--- config.mk ---
export PLATFORM = sky130hd
export DESIGN_NAME = aqc_device_flat
export DESIGN_NICKNAME = d
export VERILOG_FILES = /design/src/core/aqc_pkg.sv /design/src/core/aqc_link_if.sv /design/src/core/aqc_clock_divider.sv /design/src/core/aqc_device.sv /design/src/flat_wrapper.sv
export VERILOG_INCLUDE_DIRS = /design/src /design/src/core
export SDC_FILE = /design/constraint.sdc
export NUM_CORES = 1
export LEC_CHECK = 0
export ABC_AREA = 1
export BUFFER_PORTS_ARGS = -buffer_cell sky130_fd_sc_hd__buf_2
export CAP_MARGIN = 20
export CORE_MARGIN = 8
export CORE_UTILIZATION = 50
export CTS_CLUSTER_DIAMETER = 60
export CTS_CLUSTER_SIZE = 10
export DETAILED_ROUTE_END_ITERATION = 8
export PLACE_DENSITY_LB_ADDON = 0.08
export SYNTH_ARGS = -nofsm -noshare
export SYNTH_HDL_FRONTEND = slang
export SYNTH_SLANG_ARGS = --single-unit
--- constraint.sdc ---
create_clock -name clk -period 2.2 [get_ports clk]
set_input_delay 0 -clock clk [delete_from_list [all_inputs] [get_ports clk]]
set_output_delay 0 -clock clk [all_outputs]
set_load 0.01 [all_outputs]
--- src/core/aqc_consts.svh ---
// Constants for the analog quad configuration and sample phase block.
// Included by the package and by the converter end and fabric controller end design files.
`ifndef AQC_CONSTS_SVH
`define AQC_CONSTS_SVH
`define AQC_NUM_QUADS        10
`define AQC_BYTE_VOLT        2'h0
`define AQC_BYTE_CURR        2'h1
`define AQC_BYTE_GATE        2'h2
`define AQC_BYTE_TEMP        2'h3
`define AQC_RST_VOLT         8'h00
`define AQC_RST_CURR         8'h00
`define AQC_RST_GATE         8'h00
`define AQC_RST_TEMP         8'h00
`define AQC_RST_SAMPLE_TIME  8'h03
`define AQC_RST_DIVIDER      8'h01
`define AQC_RST_MODE         4'h4
`define AQC_SCALE_LSB        0
`define AQC_MUX_BIT          3
`define AQC_CURMON_BIT       4
`define AQC_DIRECT_BIT       5
`define AQC_POL_BIT          6
`define AQC_OPAMP_BIT        7
`define AQC_TMON_BIT         0
`define AQC_DRIVE_LSB        2
`define AQC_HIDRV_BIT        7
`define AQC_SAMPLE_BASE      2
`define AQC_CONV_PHASE_CYC   8'h0A
`define AQC_MODE_KEEP_ON_BIT 2
`define AQC_REG_CTRL         4'h0
`define AQC_REG_SAMPLE_TIME  4'h1
`define AQC_REG_DIV          4'h2
`define AQC_REG_CFGADDR      4'h3
`define AQC_REG_CFGDATA      4'h4
`define AQC_REG_STATUS       4'h5
`define AQC_REG_MODE         4'h6
`define AQC_CTRL_START_BIT   0
`define AQC_CTRL_WRITE_BIT   1
`define AQC_CTRL_READ_BIT    2
`endif

--- src/core/aqc_pkg.sv ---
// Types shared by both ends of the analog quad configuration link.
// Assumes aqc_consts.svh in the include path.
`include "aqc_consts.svh"
package aqc_pkg;
  typedef enum {AQC_IDLE, AQC_SAMPLE, AQC_CONVERT, AQC_FINISH} aqc_phase_t;
  typedef logic [7:0] aqc_byte_t;
endpackage : aqc_pkg

--- src/core/aqc_link_if.sv ---
// Link between the converter end and the fabric controller end.
// Assumes both ends share clk and rstn.
`timescale 1ns/1ns
interface aqc_link_if;
  logic       cfgWrite;
  logic       cfgRead;
  logic [3:0] cfgQuad;
  logic [1:0] cfgByte;
  logic [7:0] cfgWdata;
  logic [7:0] cfgRdata;
  logic       convStart;
  logic [7:0] sampleTimeCount;
  logic [7:0] converterClockDivider;
  logic [3:0] convMode;
  logic       busy;
  logic       sample;
  logic       powered;
  // The converter end answers configuration reads and reports the sample phase.
  modport device (input cfgWrite, cfgRead, cfgQuad, cfgByte, cfgWdata, convStart, sampleTimeCount,
                  converterClockDivider, convMode, output cfgRdata, busy, sample, powered);
  // The fabric controller issues configuration and conversion requests.
  modport ctrl (output cfgWrite, cfgRead, cfgQuad, cfgByte, cfgWdata, convStart, sampleTimeCount,
                converterClockDivider, convMode, input cfgRdata, busy, sample, powered);
endinterface : aqc_link_if

--- src/core/aqc_clock_divider.sv ---
// Converter clock enable generator: one tick every divider+1 system cycles.
// Assumes a synchronous active-low reset.
`timescale 1ns/1ns
module aqc_clock_divider
  import aqc_pkg::*;
(
  input  wire logic       clk,
  input  wire logic       rstn,
  input  wire logic [7:0] converterClockDivider,
  output logic            tick
);
  logic [7:0] count_r;
  logic [7:0] count_nxt;
  logic       tick_nxt;
  logic       tick_r;

  // Count down to zero, then reload; the tick is registered to keep it clean.
  always_comb begin
    tick_nxt  = (count_r == 8'h00);
    count_nxt = tick_nxt ? converterClockDivider : count_r - 8'h01;
  end

  always_ff @(posedge clk) begin
    if (!rstn) begin
      count_r <= 8'h00;
      tick_r  <= 1'b0;
    end else begin
      count_r <= count_nxt;
      tick_r  <= tick_nxt;
    end
  end

  assign tick = tick_r;
endmodule : aqc_clock_divider

--- src/core/aqc_device.sv ---
// Converter end: quad configuration bytes, readback and sample phase sequencing.
// Assumes the fabric controller drives the link synchronously to clk.
`timescale 1ns/1ns
`include "aqc_consts.svh"
module aqc_device
  import aqc_pkg::*;
#(
  parameter int NUM_QUADS = `AQC_NUM_QUADS
)
(
  input  wire logic              clk,
  input  wire logic              rstn,
  aqc_link_if.device             link,
  output logic [3*NUM_QUADS-1:0] voltagePadScale,
  output logic [NUM_QUADS-1:0]   voltagePadMuxSel,
  output logic [NUM_QUADS-1:0]   currentMonitorOn,
  output logic [NUM_QUADS-1:0]   voltagePadDirectOn,
  output logic [NUM_QUADS-1:0]   voltagePadNegative,
  output logic [NUM_QUADS-1:0]   voltagePadOpampOn,
  output logic [3*NUM_QUADS-1:0] currentPadScale,
  output logic [NUM_QUADS-1:0]   currentPadMuxSel,
  output logic [NUM_QUADS-1:0]   currentPadDirectOn,
  output logic [NUM_QUADS-1:0]   currentPadNegative,
  output logic [NUM_QUADS-1:0]   currentPadOpampOn,
  output logic [2*NUM_QUADS-1:0] gateDriveCurrent,
  output logic [NUM_QUADS-1:0]   gatePadNegative,
  output logic [NUM_QUADS-1:0]   gateHighDrive,
  output logic [3*NUM_QUADS-1:0] temperaturePadScale,
  output logic [NUM_QUADS-1:0]   temperaturePadMuxSel,
  output logic [NUM_QUADS-1:0]   temperaturePadDirectOn,
  output logic [NUM_QUADS-1:0]   temperaturePadOpampOn,
  output logic                   chipTempMonitorOn,
  output logic                   convDone
);
  // Four configuration bytes per quad, kept in one small array.
  aqc_byte_t  cfg_r [NUM_QUADS][4];
  aqc_byte_t  cfg_nxt [NUM_QUADS][4];
  aqc_byte_t  rdata_r;
  aqc_byte_t  rdata_nxt;
  aqc_phase_t phase_r;
  aqc_phase_t phase_nxt;
  // Ticks left in the current phase; nine bits hold the largest sample count.
  logic [8:0] count_r;
  logic [8:0] count_nxt;
  logic       powered_r;
  logic       powered_nxt;
  logic       done_r;
  logic       done_nxt;
  logic       tick;

  // Converter clock enable derived from the system clock.
  // The divider runs free, so the first tick of a sample phase may come early.
  aqc_clock_divider u_div (
    .clk                   (clk),
    .rstn                  (rstn),
    .converterClockDivider (link.converterClockDivider),
    .tick                  (tick)
  );

  // Reset value of each byte slot.
  function automatic aqc_byte_t cfgDefault(input logic [1:0] sel);
    case (sel)
      `AQC_BYTE_VOLT: cfgDefault = `AQC_RST_VOLT;
      `AQC_BYTE_CURR: cfgDefault = `AQC_RST_CURR;
      `AQC_BYTE_GATE: cfgDefault = `AQC_RST_GATE;
      default:        cfgDefault = `AQC_RST_TEMP;
    endcase
  endfunction : cfgDefault

  // Writes land in the addressed byte; quads beyond the last are ignored.
  // A read of an absent quad returns zero rather than stale data.
  always_comb begin
    cfg_nxt   = cfg_r;
    rdata_nxt = 8'h00;
    if (link.cfgWrite && (32'(link.cfgQuad) < NUM_QUADS)) begin
      cfg_nxt[link.cfgQuad][link.cfgByte] = link.cfgWdata;
    end
    if (link.cfgRead && (32'(link.cfgQuad) < NUM_QUADS)) begin
      rdata_nxt = cfg_r[link.cfgQuad][link.cfgByte];
    end
  end

  always_ff @(posedge clk) begin
    if (!rstn) begin
      // Every byte goes back to its default on reset, whatever was written before.
      for (int q = 0; q < NUM_QUADS; q++) begin
        for (int b = 0; b < 4; b++) begin
          cfg_r[q][b] <= cfgDefault(2'(b));
        end
      end
      rdata_r <= 8'h00;
    end else begin
      cfg_r   <= cfg_nxt;
      rdata_r <= rdata_nxt;
    end
  end

  // Decode of the four bytes onto the analog controls.
  always_comb begin
    chipTempMonitorOn = 1'b1;
    for (int q = 0; q < NUM_QUADS; q++) begin
      voltagePadScale[3*q +: 3]   = cfg_r[q][0][`AQC_SCALE_LSB +: 3];
      voltagePadMuxSel[q]         = cfg_r[q][0][`AQC_MUX_BIT];
      currentMonitorOn[q]         = cfg_r[q][0][`AQC_CURMON_BIT];
      voltagePadDirectOn[q]       = cfg_r[q][0][`AQC_DIRECT_BIT];
      voltagePadNegative[q]       = cfg_r[q][0][`AQC_POL_BIT];
      voltagePadOpampOn[q]        = cfg_r[q][0][`AQC_OPAMP_BIT];
      currentPadScale[3*q +: 3]   = cfg_r[q][1][`AQC_SCALE_LSB +: 3];
      currentPadMuxSel[q]         = cfg_r[q][1][`AQC_MUX_BIT];
      currentPadDirectOn[q]       = cfg_r[q][1][`AQC_DIRECT_BIT];
      currentPadNegative[q]       = cfg_r[q][1][`AQC_POL_BIT];
      currentPadOpampOn[q]        = cfg_r[q][1][`AQC_OPAMP_BIT];
      gateDriveCurrent[2*q +: 2]  = cfg_r[q][2][`AQC_DRIVE_LSB +: 2];
      gatePadNegative[q]          = cfg_r[q][2][`AQC_POL_BIT];
      gateHighDrive[q]            = cfg_r[q][2][`AQC_HIDRV_BIT];
      temperaturePadScale[3*q +: 3] = cfg_r[q][3][`AQC_SCALE_LSB +: 3];
      temperaturePadMuxSel[q]     = cfg_r[q][3][`AQC_MUX_BIT];
      temperaturePadDirectOn[q]   = cfg_r[q][3][`AQC_DIRECT_BIT];
      temperaturePadOpampOn[q]    = cfg_r[q][3][`AQC_OPAMP_BIT];
      // The monitor only works when every quad has its enable set.
      chipTempMonitorOn = chipTempMonitorOn & cfg_r[q][2][`AQC_TMON_BIT];
    end
  end

  // Conversion sequencer; counts run on converter clock ticks only.
  always_comb begin
    phase_nxt   = phase_r;
    count_nxt   = count_r;
    powered_nxt = powered_r;
    done_nxt    = 1'b0;
    case (phase_r)
      AQC_IDLE: begin
        // A start while busy never reaches this branch, so a running conversion is safe.
        if (link.convStart) begin
          phase_nxt   = AQC_SAMPLE;
          powered_nxt = 1'b1;
          // Sample spans 2 + count converter periods.
          count_nxt   = 9'(`AQC_SAMPLE_BASE) + {1'b0, link.sampleTimeCount} - 9'h001;
        end
      end
      AQC_SAMPLE: begin
        if (tick) begin
          if (count_r == 9'h000) begin
            phase_nxt = AQC_CONVERT;
            count_nxt = {1'b0, `AQC_CONV_PHASE_CYC} - 9'h001;
          end else begin
            count_nxt = count_r - 9'h001;
          end
        end
      end
      AQC_CONVERT: begin
        // The convert length is fixed; only the sample phase follows the input.
        if (tick) begin
          if (count_r == 9'h000) begin
            phase_nxt = AQC_FINISH;
          end else begin
            count_nxt = count_r - 9'h001;
          end
        end
      end
      AQC_FINISH: begin
        // Keeping power on saves the wake-up; dropping it costs no accuracy.
        if (tick) begin
          phase_nxt   = AQC_IDLE;
          done_nxt    = 1'b1;
          powered_nxt = link.convMode[`AQC_MODE_KEEP_ON_BIT];
        end
      end
      default: phase_nxt = AQC_IDLE;
    endcase
  end

  always_ff @(posedge clk) begin
    if (!rstn) begin
      phase_r   <= AQC_IDLE;
      count_r   <= 9'h000;
      powered_r <= 1'b0;
      done_r    <= 1'b0;
    end else begin
      phase_r   <= phase_nxt;
      count_r   <= count_nxt;
      powered_r <= powered_nxt;
      done_r    <= done_nxt;
    end
  end

  // Busy covers every phase but idle; sample only the first.
  // Both come from the phase register, so they rise in the same cycle.
  assign link.busy     = (phase_r != AQC_IDLE);
  assign link.sample   = (phase_r == AQC_SAMPLE);
  assign link.powered  = powered_r;
  assign link.cfgRdata = rdata_r;
  assign convDone      = done_r;
endmodule : aqc_device

--- src/flat_wrapper.sv ---
// flat-port wrapper written by rule: the top's interface ports become plain ports
module aqc_device_flat import aqc_pkg::*;
#(
  parameter int NUM_QUADS = `AQC_NUM_QUADS
)
  (clk, rstn, voltagePadScale, voltagePadMuxSel, currentMonitorOn, voltagePadDirectOn, voltagePadNegative, voltagePadOpampOn, currentPadScale, currentPadMuxSel, currentPadDirectOn, currentPadNegative, currentPadOpampOn, gateDriveCurrent, gatePadNegative, gateHighDrive, temperaturePadScale, temperaturePadMuxSel, temperaturePadDirectOn, temperaturePadOpampOn, chipTempMonitorOn, convDone, link_cfgWrite, link_cfgRead, link_cfgQuad, link_cfgByte, link_cfgWdata, link_convStart, link_sampleTimeCount, link_converterClockDivider, link_convMode, link_cfgRdata, link_busy, link_sample, link_powered);
  aqc_link_if link_i ();
  input  wire logic clk;
  input  wire logic rstn;
  output logic [3*NUM_QUADS-1:0] voltagePadScale;
  output logic [NUM_QUADS-1:0] voltagePadMuxSel;
  output logic [NUM_QUADS-1:0] currentMonitorOn;
  output logic [NUM_QUADS-1:0] voltagePadDirectOn;
  output logic [NUM_QUADS-1:0] voltagePadNegative;
  output logic [NUM_QUADS-1:0] voltagePadOpampOn;
  output logic [3*NUM_QUADS-1:0] currentPadScale;
  output logic [NUM_QUADS-1:0] currentPadMuxSel;
  output logic [NUM_QUADS-1:0] currentPadDirectOn;
  output logic [NUM_QUADS-1:0] currentPadNegative;
  output logic [NUM_QUADS-1:0] currentPadOpampOn;
  output logic [2*NUM_QUADS-1:0] gateDriveCurrent;
  output logic [NUM_QUADS-1:0] gatePadNegative;
  output logic [NUM_QUADS-1:0] gateHighDrive;
  output logic [3*NUM_QUADS-1:0] temperaturePadScale;
  output logic [NUM_QUADS-1:0] temperaturePadMuxSel;
  output logic [NUM_QUADS-1:0] temperaturePadDirectOn;
  output logic [NUM_QUADS-1:0] temperaturePadOpampOn;
  output logic chipTempMonitorOn;
  output logic convDone;
  input wire logic [$bits(link_i.cfgWrite)-1:0] link_cfgWrite;
  input wire logic [$bits(link_i.cfgRead)-1:0] link_cfgRead;
  input wire logic [$bits(link_i.cfgQuad)-1:0] link_cfgQuad;
  input wire logic [$bits(link_i.cfgByte)-1:0] link_cfgByte;
  input wire logic [$bits(link_i.cfgWdata)-1:0] link_cfgWdata;
  input wire logic [$bits(link_i.convStart)-1:0] link_convStart;
  input wire logic [$bits(link_i.sampleTimeCount)-1:0] link_sampleTimeCount;
  input wire logic [$bits(link_i.converterClockDivider)-1:0] link_converterClockDivider;
  input wire logic [$bits(link_i.convMode)-1:0] link_convMode;
  output wire logic [$bits(link_i.cfgRdata)-1:0] link_cfgRdata;
  output wire logic [$bits(link_i.busy)-1:0] link_busy;
  output wire logic [$bits(link_i.sample)-1:0] link_sample;
  output wire logic [$bits(link_i.powered)-1:0] link_powered;
  assign link_i.cfgWrite = link_cfgWrite;
  assign link_i.cfgRead = link_cfgRead;
  assign link_i.cfgQuad = link_cfgQuad;
  assign link_i.cfgByte = link_cfgByte;
  assign link_i.cfgWdata = link_cfgWdata;
  assign link_i.convStart = link_convStart;
  assign link_i.sampleTimeCount = link_sampleTimeCount;
  assign link_i.converterClockDivider = link_converterClockDivider;
  assign link_i.convMode = link_convMode;
  assign link_cfgRdata = link_i.cfgRdata;
  assign link_busy = link_i.busy;
  assign link_sample = link_i.sample;
  assign link_powered = link_i.powered;
  aqc_device #(.NUM_QUADS(NUM_QUADS)) u_core (.clk(clk), .rstn(rstn), .link(link_i), .voltagePadScale(voltagePadScale), .voltagePadMuxSel(voltagePadMuxSel), .currentMonitorOn(currentMonitorOn), .voltagePadDirectOn(voltagePadDirectOn), .voltagePadNegative(voltagePadNegative), .voltagePadOpampOn(voltagePadOpampOn), .currentPadScale(currentPadScale), .currentPadMuxSel(currentPadMuxSel), .currentPadDirectOn(currentPadDirectOn), .currentPadNegative(currentPadNegative), .currentPadOpampOn(currentPadOpampOn), .gateDriveCurrent(gateDriveCurrent), .gatePadNegative(gatePadNegative), .gateHighDrive(gateHighDrive), .temperaturePadScale(temperaturePadScale), .temperaturePadMuxSel(temperaturePadMuxSel), .temperaturePadDirectOn(temperaturePadDirectOn), .temperaturePadOpampOn(temperaturePadOpampOn), .chipTempMonitorOn(chipTempMonitorOn), .convDone(convDone));
endmodule
Word level (Yosys, flattened, before mapping). Index checks and enable logic that the tools add are counted.

Add/subtract/negate cells: 4. Order comparisons: 5. Equal/unequal tests: 11. Muxes and demuxes: 29. Bitwise gates (word level): 11. Reductions and logical operators: 15.

Operator list (count): 320-bit bitwise mux (1); 32-bit 2-to-1 mux (9); 32-bit binary-select mux with 4-bit select (1); 32-bit demux with 4-bit select (1); 32-bit one-hot mux with 4 select lines (1); 32-bit by 2-bit equality test with 1-bit output (second input constant) (3); 9-bit 2-to-1 mux (5); 32-bit by 1-bit equality test with 1-bit output (second input constant) (1); 32-bit zero test (1); 8-bit 2-to-1 mux (4); 32-bit nonzero test (1); 9-bit one-hot mux with 3 select lines (1); 9-bit by 1-bit subtractor with 9-bit output (second input constant) (2); 8-bit binary-select mux with 2-bit select (1); 8-bit demux with 2-bit select (1); 2-bit != test (second input constant) (5); 2-bit by 8-bit adder with 9-bit output (first input constant) (1); 1-bit AND (9); 9-bit zero test (1); 8-bit zero test (1); 8-bit by 1-bit subtractor with 8-bit output (second input constant) (1); 6-bit AND reduction (1); 5-bit >= comparator (second input constant) (1); 5-bit by 1-bit less-than comparator with 1-bit output (second input constant) (1); 14 further kinds (21).

Bits in registers: 380. Input port bits: 39. Output and inout port bits: 263. Word-level logic and storage cells: 122.

Depth between registers and ports, before layout. Gate-level depths: netlist of run 1.

Depth in word-level cells: 9. Gate-level depth with buffers: 14. Depth with buffers taken out: 11.

Modules after synthesis. From an unflattened synthesis of run 1, not the netlist that was laid out.

Cell total of the unflattened synthesis: 2822. Area, all modules: 18395.1 um2.

By module, submodules not included: aqc_device (instances 1, cells an instance 2746, area each 17862.1 um2, sequential area each 6826.5 um2); aqc_clock_divider (instances 1, cells an instance 76, area each 533.0 um2, sequential area each 180.2 um2).

Least setup slack after synthesis of run 1. Ideal clock, no wire load.

Path type: reg2reg. Start point: reg u_core.phase_r[1]. End point: reg u_core.count_r[6]. Library setup time: 0.117 ns. Arrival: 1.633 ns. Data required time: 2.083 ns. Slack: 0.450 ns. Stages on the path, launching flop included: 12. Buffers on the path: 1. Clock period less this slack: 1.750 ns. Path through: dfxtp_1 -> inv_1 -> ha_1 -> nor2_1 -> nor2_1 -> nor3_1 -> nand2_1 -> inv_1 -> clkbuf_1 -> nand2_1 -> nor2_1 -> nor2_1.

Longest elaborated chain between the ends: 3. Elaborated cells between the ends (all ways): 10. Classes of those cells: 6 x eq/ne; 1 x mux; 3 x reduce/logical.

RTL lines: start, declared (line aqc_device.sv:40) `aqc_phase_t phase_r;`; start signal, assigned (line aqc_device.sv:180) `phase_r <= phase_nxt;`; 32-bit by 2-bit equality test with 1-bit output (tied with other cells) (line aqc_device.sv:131) `case (phase_r)`; 2-bit != test (no source line) or 3-bit nonzero test (tied branches); 5-bit AND reduction (no source line); end signal, assigned (line aqc_device.sv:181) `count_r <= count_nxt;`; end, declared (line aqc_device.sv:43) `logic [8:0] count_r;`.

Parallel ways exist; a longest one is shown, timed or not. A chain may end at the register's enable or synchronous reset.

Worst setup path in the final report of run 1.
Start point: reg u_core.count_r[0]. End point: reg u_core.count_r[8].

Longest elaborated chain between the ends: 4. Elaborated cells between the ends (all ways): 9. Classes of those cells: 1 x add/sub; 1 x eq/ne; 5 x mux; 2 x reduce/logical.

RTL lines (line): 9-bit by 1-bit subtractor with 9-bit output or 9-bit zero test (tied branches); 9-bit 2-to-1 mux (on tied branches) (aqc_device.sv:154, aqc_device.sv:143); 9-bit 2-to-1 mux (on tied branches) (aqc_device.sv:153, aqc_device.sv:142); 9-bit one-hot mux with 3 select lines (aqc_device.sv:131).

Parallel ways exist; a longest one is shown, timed or not. The select of a mux whose other input is x is not followed.

==> results of run 1 <==
layout by cell type (no fill, tap or decap), types with 8 or more instances in the layout:
cell and instances:
clkbuf_16 43, nand2_1 705, buf_4 31, ha_1 8, nor2_1 600, a21oi_1 102, nor3_1 8, nand3_1 68
buf_2 296, dlygate4sd3_1 38, dfxtp_1 350, o21ai_0 387, buf_12 15, nor2_2 13, inv_2 13, inv_1 130
cell usage after synthesis, types with 3 or more instances:
| cell type | count | area [sq um] |
|---|---|---|
| a21oi_1 | 102 | 510 |
| buf_1 | 19 | 71.3 |
| buf_2 | 36 | 180 |
| buf_4 | 250 | 1880 |
| clkbuf_1 | 92 | 345 |
| clkinv_1 | 3 | 11.3 |
| dfxtp_1 | 350 | 7010 |
| ha_1 | 8 | 100 |
| inv_1 | 132 | 495 |
| inv_2 | 12 | 45.0 |
| nand2_1 | 705 | 2650 |
| nand3_1 | 68 | 340 |
| nand4_1 | 4 | 25.0 |
| nor2_1 | 600 | 2250 |
| nor2_2 | 13 | 81.3 |
| nor2_4 | 7 | 78.8 |
| nor3_1 | 9 | 45.0 |
| o21ai_0 | 387 | 1940 |
| o21ai_1 | 5 | 25.0 |
| xnor2_1 | 6 | 52.6 |
| xor2_1 | 6 | 52.6 |
area by class of cell:
class | instances | area (sq um) | area share, %
sequential | 350 | 7010 | 35.2
timing repair buffer | 382 | 2420 | 12.1
inverter | 147 | 557 | 2.80
multi-input combinational | 1928 | 8220 | 41.3
antenna | 2 | 5.00 | 0.0251
tap | 468 | 586 | 2.94
clock buffer | 47 | 1100 | 5.53
clock inverter | 2 | 16.3 | 0.0817
worst max-delay path, stage by stage, from the launching register on:
cell	delay, ps
dfxtp_1	310
inv_1	90
ha_1	190
nand3_1	190
nor3_2	290
nand2_1	90
nand2_1	180
clkinvlp_4	250
buf_4	200
nand2_1	70
a21oi_1	60
worst min path at each step:
stage	startpoint	depth (start not counted)	endpoint	slack (ps)
3_3_place_gp	link_converterClockDivider[2]	2	u_core.u_div.count_r[2]$_SDFF_PN0_	240
6_report	link_cfgQuad[2]	4	u_core.link.cfgRdata[1]$_SDFF_PN0_	70
4_1_cts	link_cfgQuad[2]	4	u_core.link.cfgRdata[1]$_SDFF_PN0_	30
5_1_grt	link_cfgQuad[2]	4	u_core.link.cfgRdata[1]$_SDFF_PN0_	90
2_1_floorplan	link_convMode[2]	2	u_core.link.powered$_SDFFE_PN0P_	140
3_5_place_dp	link_converterClockDivider[2]	2	u_core.u_div.count_r[2]$_SDFF_PN0_	260
sequential cells by signal (all words and copies together), names as in the netlist, 20 cells and up:
| signal | cells |
|---|---|
| u_core.temperaturePadScale | 30 |
| u_core.voltagePadScale | 30 |
| u_core.currentPadScale | 30 |
| u_core.gateDriveCurrent | 20 |
| u_core.cfg_r | 70 |
layer usage:
metal / up-vias / track usage, %
li1: 8625 / -
met1: 8034 / 36.4
met2: 725 / 44.6
met3: 129 / 6.33
met4: 0 / 13.0
met5: - / 0
power by group:
group	total, mW	switching, mW	internal, mW
combinational	2.06	1.34	0.726
sequential	6.63	0.125	6.51
clock	6.10	2.61	3.49
total	14.8	4.08	10.7
through the flow:
step	hold slack (ps)	area, sq um	setup slack, ps	util (%)	instances
floorplan	141	18300	450	-	2823
global placement	241	18400	321	50.7	3236
detailed placement	257	18400	252	50.7	3236
CTS	34.9	19900	195	54.8	3323
global route	94.4	19900	-38.2	54.9	3325
finish	65.4	19900	164	54.9	3326
logic make-up after synthesis:
kind of cell | Yosys count
xor+xnor | 12
flops | 350
simple gates | 1412
buf+inv | 545
compound gates | 496
fa+ha+maj | 8
what timing repair did:
action	CTS	global route
setup endpoints to repair	0	6
resized for setup	0	2
setup buffers	0	1
endpoints found under the hold margin	115	0
hold buffers	38	0
==> flow_summary.toml, run 1 <==
[synthesis]
synthAdderAreaFrac_pct = 0.548
syn_area_sq_mm = 0.0183
async_reset_ff_share_pct = 0
synthXorXnorAreaFrac_pct = 0.576
ys_warn_count = 0
synth_fp_nets = 2870
ys_ff_latch = 350
synth_enable_flop_cells = 0
synth_area_per_cell_sq_um = 6.47
ys.flop_type = "dfxtp_1"
synth_compound_area_share_pct = 13.6
syn_inst = 2823
synthMuxAreaShare_pct = 0
seq_area_frac_synth_pct = 38.4
yosysUniqueCellTypes = 29
synth_top_family_by_area = "simple AND/OR/NAND/NOR gates"
synth-simple-area-share_pct = 30.2

[place]
port_buffers = 298
dpl.hpwl_um = 43700
gp_congestion = 0.935

[cts]
cts_tree = "yes"
cts-buffers-inserted = 41
numClockSinks = 350
cts_max_path_buffers = 3
clockRootBuffer = "clkbuf_16"
cts.clk_slew.worst_paths_ps = 60
clk-insertion-delay-late_ps = 550
htreeDepth = 2

[power]
p_leak_nw = 9.38
powerDensity_mw_per_mm2 = 743
power.total_mw = 14.8
ir_worst_vdd_v = 0.000508

[floorplanning]
die_w_um = 207
dieArea_sq_mm = 0.0429
coreArea_sq_mm = 0.0363
io_pins = 302
rows = 70
dieHeight_um = 207
start_util_pct = 50.4

[worst_setup_path]
path_class = "register to register"
crit_start = "u_core.count_r[0]$_SDFFE_PN0P_"
cp-end-kind = "register"
crit_required_ps = 2640
reg2reg_to = "u_core.count_r[8]$_SDFFE_PN0P_"
critPathLaunchType = "register"
timing.rr.start = "u_core.count_r[0]$_SDFFE_PN0P_"
r2r_slack_ps = 160
reg2reg_depth = 10
crit_fanout = 14
worst_ep_arrival_time_ps = 2480
cp-endpoint = "u_core.count_r[8]$_SDFFE_PN0P_"

[run]
drv_cap = 0

[global_route]
grt_pass1_wl_um = 96700
grt-ovfl-total = 0
grt_pass1_vias = 16545
grt_max_degree = 105
antenna_found_initial = 2
track_usage_pct = 28.2

[run_status]
outcome = "finished, final reports clean"

[timing]
finalSetupTns_ps = 0
max_freq_ghz = 0.491
tightest_slew_ps = 888
maxSlewViolCount = 0
hold_violations = 0
fin_crit_sh_pct = 92.5
finClkSkew_ps = 9.34
setup_viol = 0
slew_headroom_pct = 40.8
final.min_clock_period_ps = 2040

[layout]
fillers = 3685
area_growth_pct = 9.04
drive_above_1_share_pct = 15.1
fin_nets = 2897

[drt]
wl_um = 63400
ant_nets = 0
drtIter0Drc = 1424
dr_wl_met2_um = 28200
routed.top_layer = "met4"
wl_met3_um = 5380
drc = 0
drt_first_pass_iters = 6
num_vias = 17513
wl_per_cell_um = 19.1
wl_met1_um = 27200
viasPerCell = 5.27

[worst_hold_path]
hold_path_class = "input pin to register"
Note: power is estimated with default switching activity, not from simulation.
==> inputs of run 2 (changes only) <==
--- a/config.mk
+++ b/config.mk
@@ -9,11 +9,14 @@
 export ABC_AREA = 1
 export BUFFER_PORTS_ARGS = -buffer_cell sky130_fd_sc_hd__buf_2
 export CAP_MARGIN = 20
+export CELL_PAD_IN_SITES_DETAIL_PLACEMENT = 1
+export CELL_PAD_IN_SITES_GLOBAL_PLACEMENT = 1
 export CORE_MARGIN = 8
-export CORE_UTILIZATION = 50
+export CORE_UTILIZATION = 40
 export CTS_CLUSTER_DIAMETER = 60
 export CTS_CLUSTER_SIZE = 10
 export DETAILED_ROUTE_END_ITERATION = 8
+export GPL_TIMING_DRIVEN = 0
 export PLACE_DENSITY_LB_ADDON = 0.08
 export SYNTH_ARGS = -nofsm -noshare
 export SYNTH_HDL_FRONTEND = slang
==> run 2 against run 1 <==
Non-clock buffer count increased by 334. Combinational power increased by 17%. Global-route usage increased by 5.9 points. Cell area increased by 11%. Critical path type is now input pin to register.
==> flow_summary.toml, run 2 (synthesis results as in run 1) <==
[run_status]
outcome = "finished, final reports clean"

[layout]
largest_reg_flops = 70
drive_above_1_share_pct = 21.1
regMostFlops = "u_core.cfg_r"
final_common_cell = "nand2_1"
final_cell_mix = "nand2_1 (705), nor2_1 (600), o21ai_0 (387), dfxtp_1 (350), buf_2 (323)"
fin_nets = 3233
antennaDiodeCount = 0
finalInstanceArea_sq_mm = 0.0221
area_growth_pct = 20.9
final_util_pct = 48.9
fillers = 6142

[timing]
fin_crit_sh_pct = 90.5
setup_viol = 0
finClkSkew_ps = 29.2
finalSetupTns_ps = 0
rsz0062_at_grt = "no"
worst_slack_ps = 208
tightest_slew_ps = 1290
maxSlewViolCount = 0
slew_headroom_pct = 14.2
hold_violations = 0
holdWs_ps = 12.6
final.min_clock_period_ps = 1990
max_freq_ghz = 0.502

[worst_setup_path]
slowest_stage = "clkbuf_1"
path_buf_inv = 3
path_class = "input pin to register"
cp-end-kind = "register"
worst_ep_arrival_time_ps = 2460
critPathTopFamily = "buffers and inverters"
cpPeakStageDelay_ps = 720
path_cells = "buf_2 > buf_2 > clkbuf_1 > nand2_1 > a21oi_1 > nand3_1 > nand3_1 > nand2_1 > nand2_1 > nor2_1 > nor2_1"
critPathLaunchType = "input pin"
crit_required_ps = 2670
crit_fanout = 10
crit_path_frequent_cell = "nand2_1"

[place]
gp_congestion = 0.959
dpl.hpwl_um = 70500
place_area_sq_mm = 0.0205
place_ws_ps = -225
port_buffers = 287

[floorplanning]
rows = 78
io_pins = 302
die_w_um = 230
start_util_pct = 40.4
dieArea_sq_mm = 0.0527
coreArea_sq_mm = 0.0452
dieHeight_um = 230

[cts]
htreeDepth = 2
clk-insertion-delay-late_ps = 590
numClockSinks = 350
cts-buffers-inserted = 43
postCtsSetupBuffers = 0
cts_tree = "yes"
cts_max_path_buffers = 3
clockRootBuffer = "clkbuf_16"
cts.clk_slew.worst_paths_ps = 50

[global_route]
track_usage_pct = 34.2
grt_pass1_vias = 20897
grt_pass1_wl_um = 136000
grt_max_degree = 12
antenna_found_initial = 2
grt-ovfl-total = 0

[drt]
wl_per_cell_um = 24.7
drc = 0
wl_um = 93800
drt_first_pass_iters = 5
num_vias = 20496
ant_nets = 0
viasPerCell = 5.40
drtIter0Drc = 1856

[run]
drv_cap = 0

[power]
ir_worst_vdd_v = 0.000599
powerDensity_mw_per_mm2 = 719
p_leak_nw = 10.7

[worst_hold_path]
hold_path_class = "input pin to register"
[run 2: cell type report]
cell class / count / area (sq um) / share of cell area (%)
repair buffers: 318 / 1780 / 8.05
clock inverters: 7 / 129 / 0.584
plain buffers: 398 / 2490 / 11.3
multi-input cells: 1928 / 8220 / 37.3
clock buffers: 51 / 1150 / 5.20
flip-flops and latches: 350 / 7010 / 31.7
well taps: 600 / 751 / 3.40
inverters: 147 / 552 / 2.50
[run 2: layer usage]
layer / up-vias / track usage [%] / part of all wire, %
met4: 0 / 16.0 / 5.1
li1: 9333 / - / -
met1: 9984 / 43.4 / 40
met3: 239 / 6.70 / 9.1
met2: 940 / 55.3 / 45
met5: - / 0 / 0
[run 2: where the power goes]
part	internal, mW	leakage, nW	switching [mW]
registers	6.51	2.82	0.136
logic	0.688	7.29	1.71
clock network	4.00	0.624	2.83
[run 2: repair_timing]
action	in CTS	in global routing
hold buffers	25	0
endpoints found under the setup margin	0	9
gates resized for setup	0	7
hold endpoints to repair	27	0
[run 2: worst paths after layout]
kind | start | to | slack, ps | depth (start not counted)
worst max-delay path | link_cfgQuad[0] | u_core.link.cfgRdata[1]$_SDFF_PN0_ | 210 | 11
worst max register to register | u_core.phase_r[1]$_SDFFE_PN0P_ | u_core.count_r[2]$_SDFFE_PN0P_ | 220 | 8
worst min-delay path | link_cfgWdata[2] | u_core.temperaturePadScale[23]$_SDFFE_PN0P_ | 10 | 3
worst min register to register | u_core.u_div.count_r[0]$_SDFF_PN0_ | u_core.u_div.count_r[0]$_SDFF_PN0_ | 450 | 1
[run 2: worst reg2reg max path, stage by stage (launching register included)]
cell           delay [ps]
dfxtp_1               360
inv_1                 100
ha_1                  460
nor2_1                 90
o21ai_0                80
dlygate4sd3_1         580
nand2_1                60
nor2_1                100
nor2_1                 40
[run 2: per-stage QoR]
stage | total power, mW | cells
floorplan | 8.13 | 2823
global placement | 8.89 | 3710
detailed placement | 9.00 | 3715
CTS | 15.8 | 3798
global route | 16.3 | 3799
finish | 15.9 | 3799
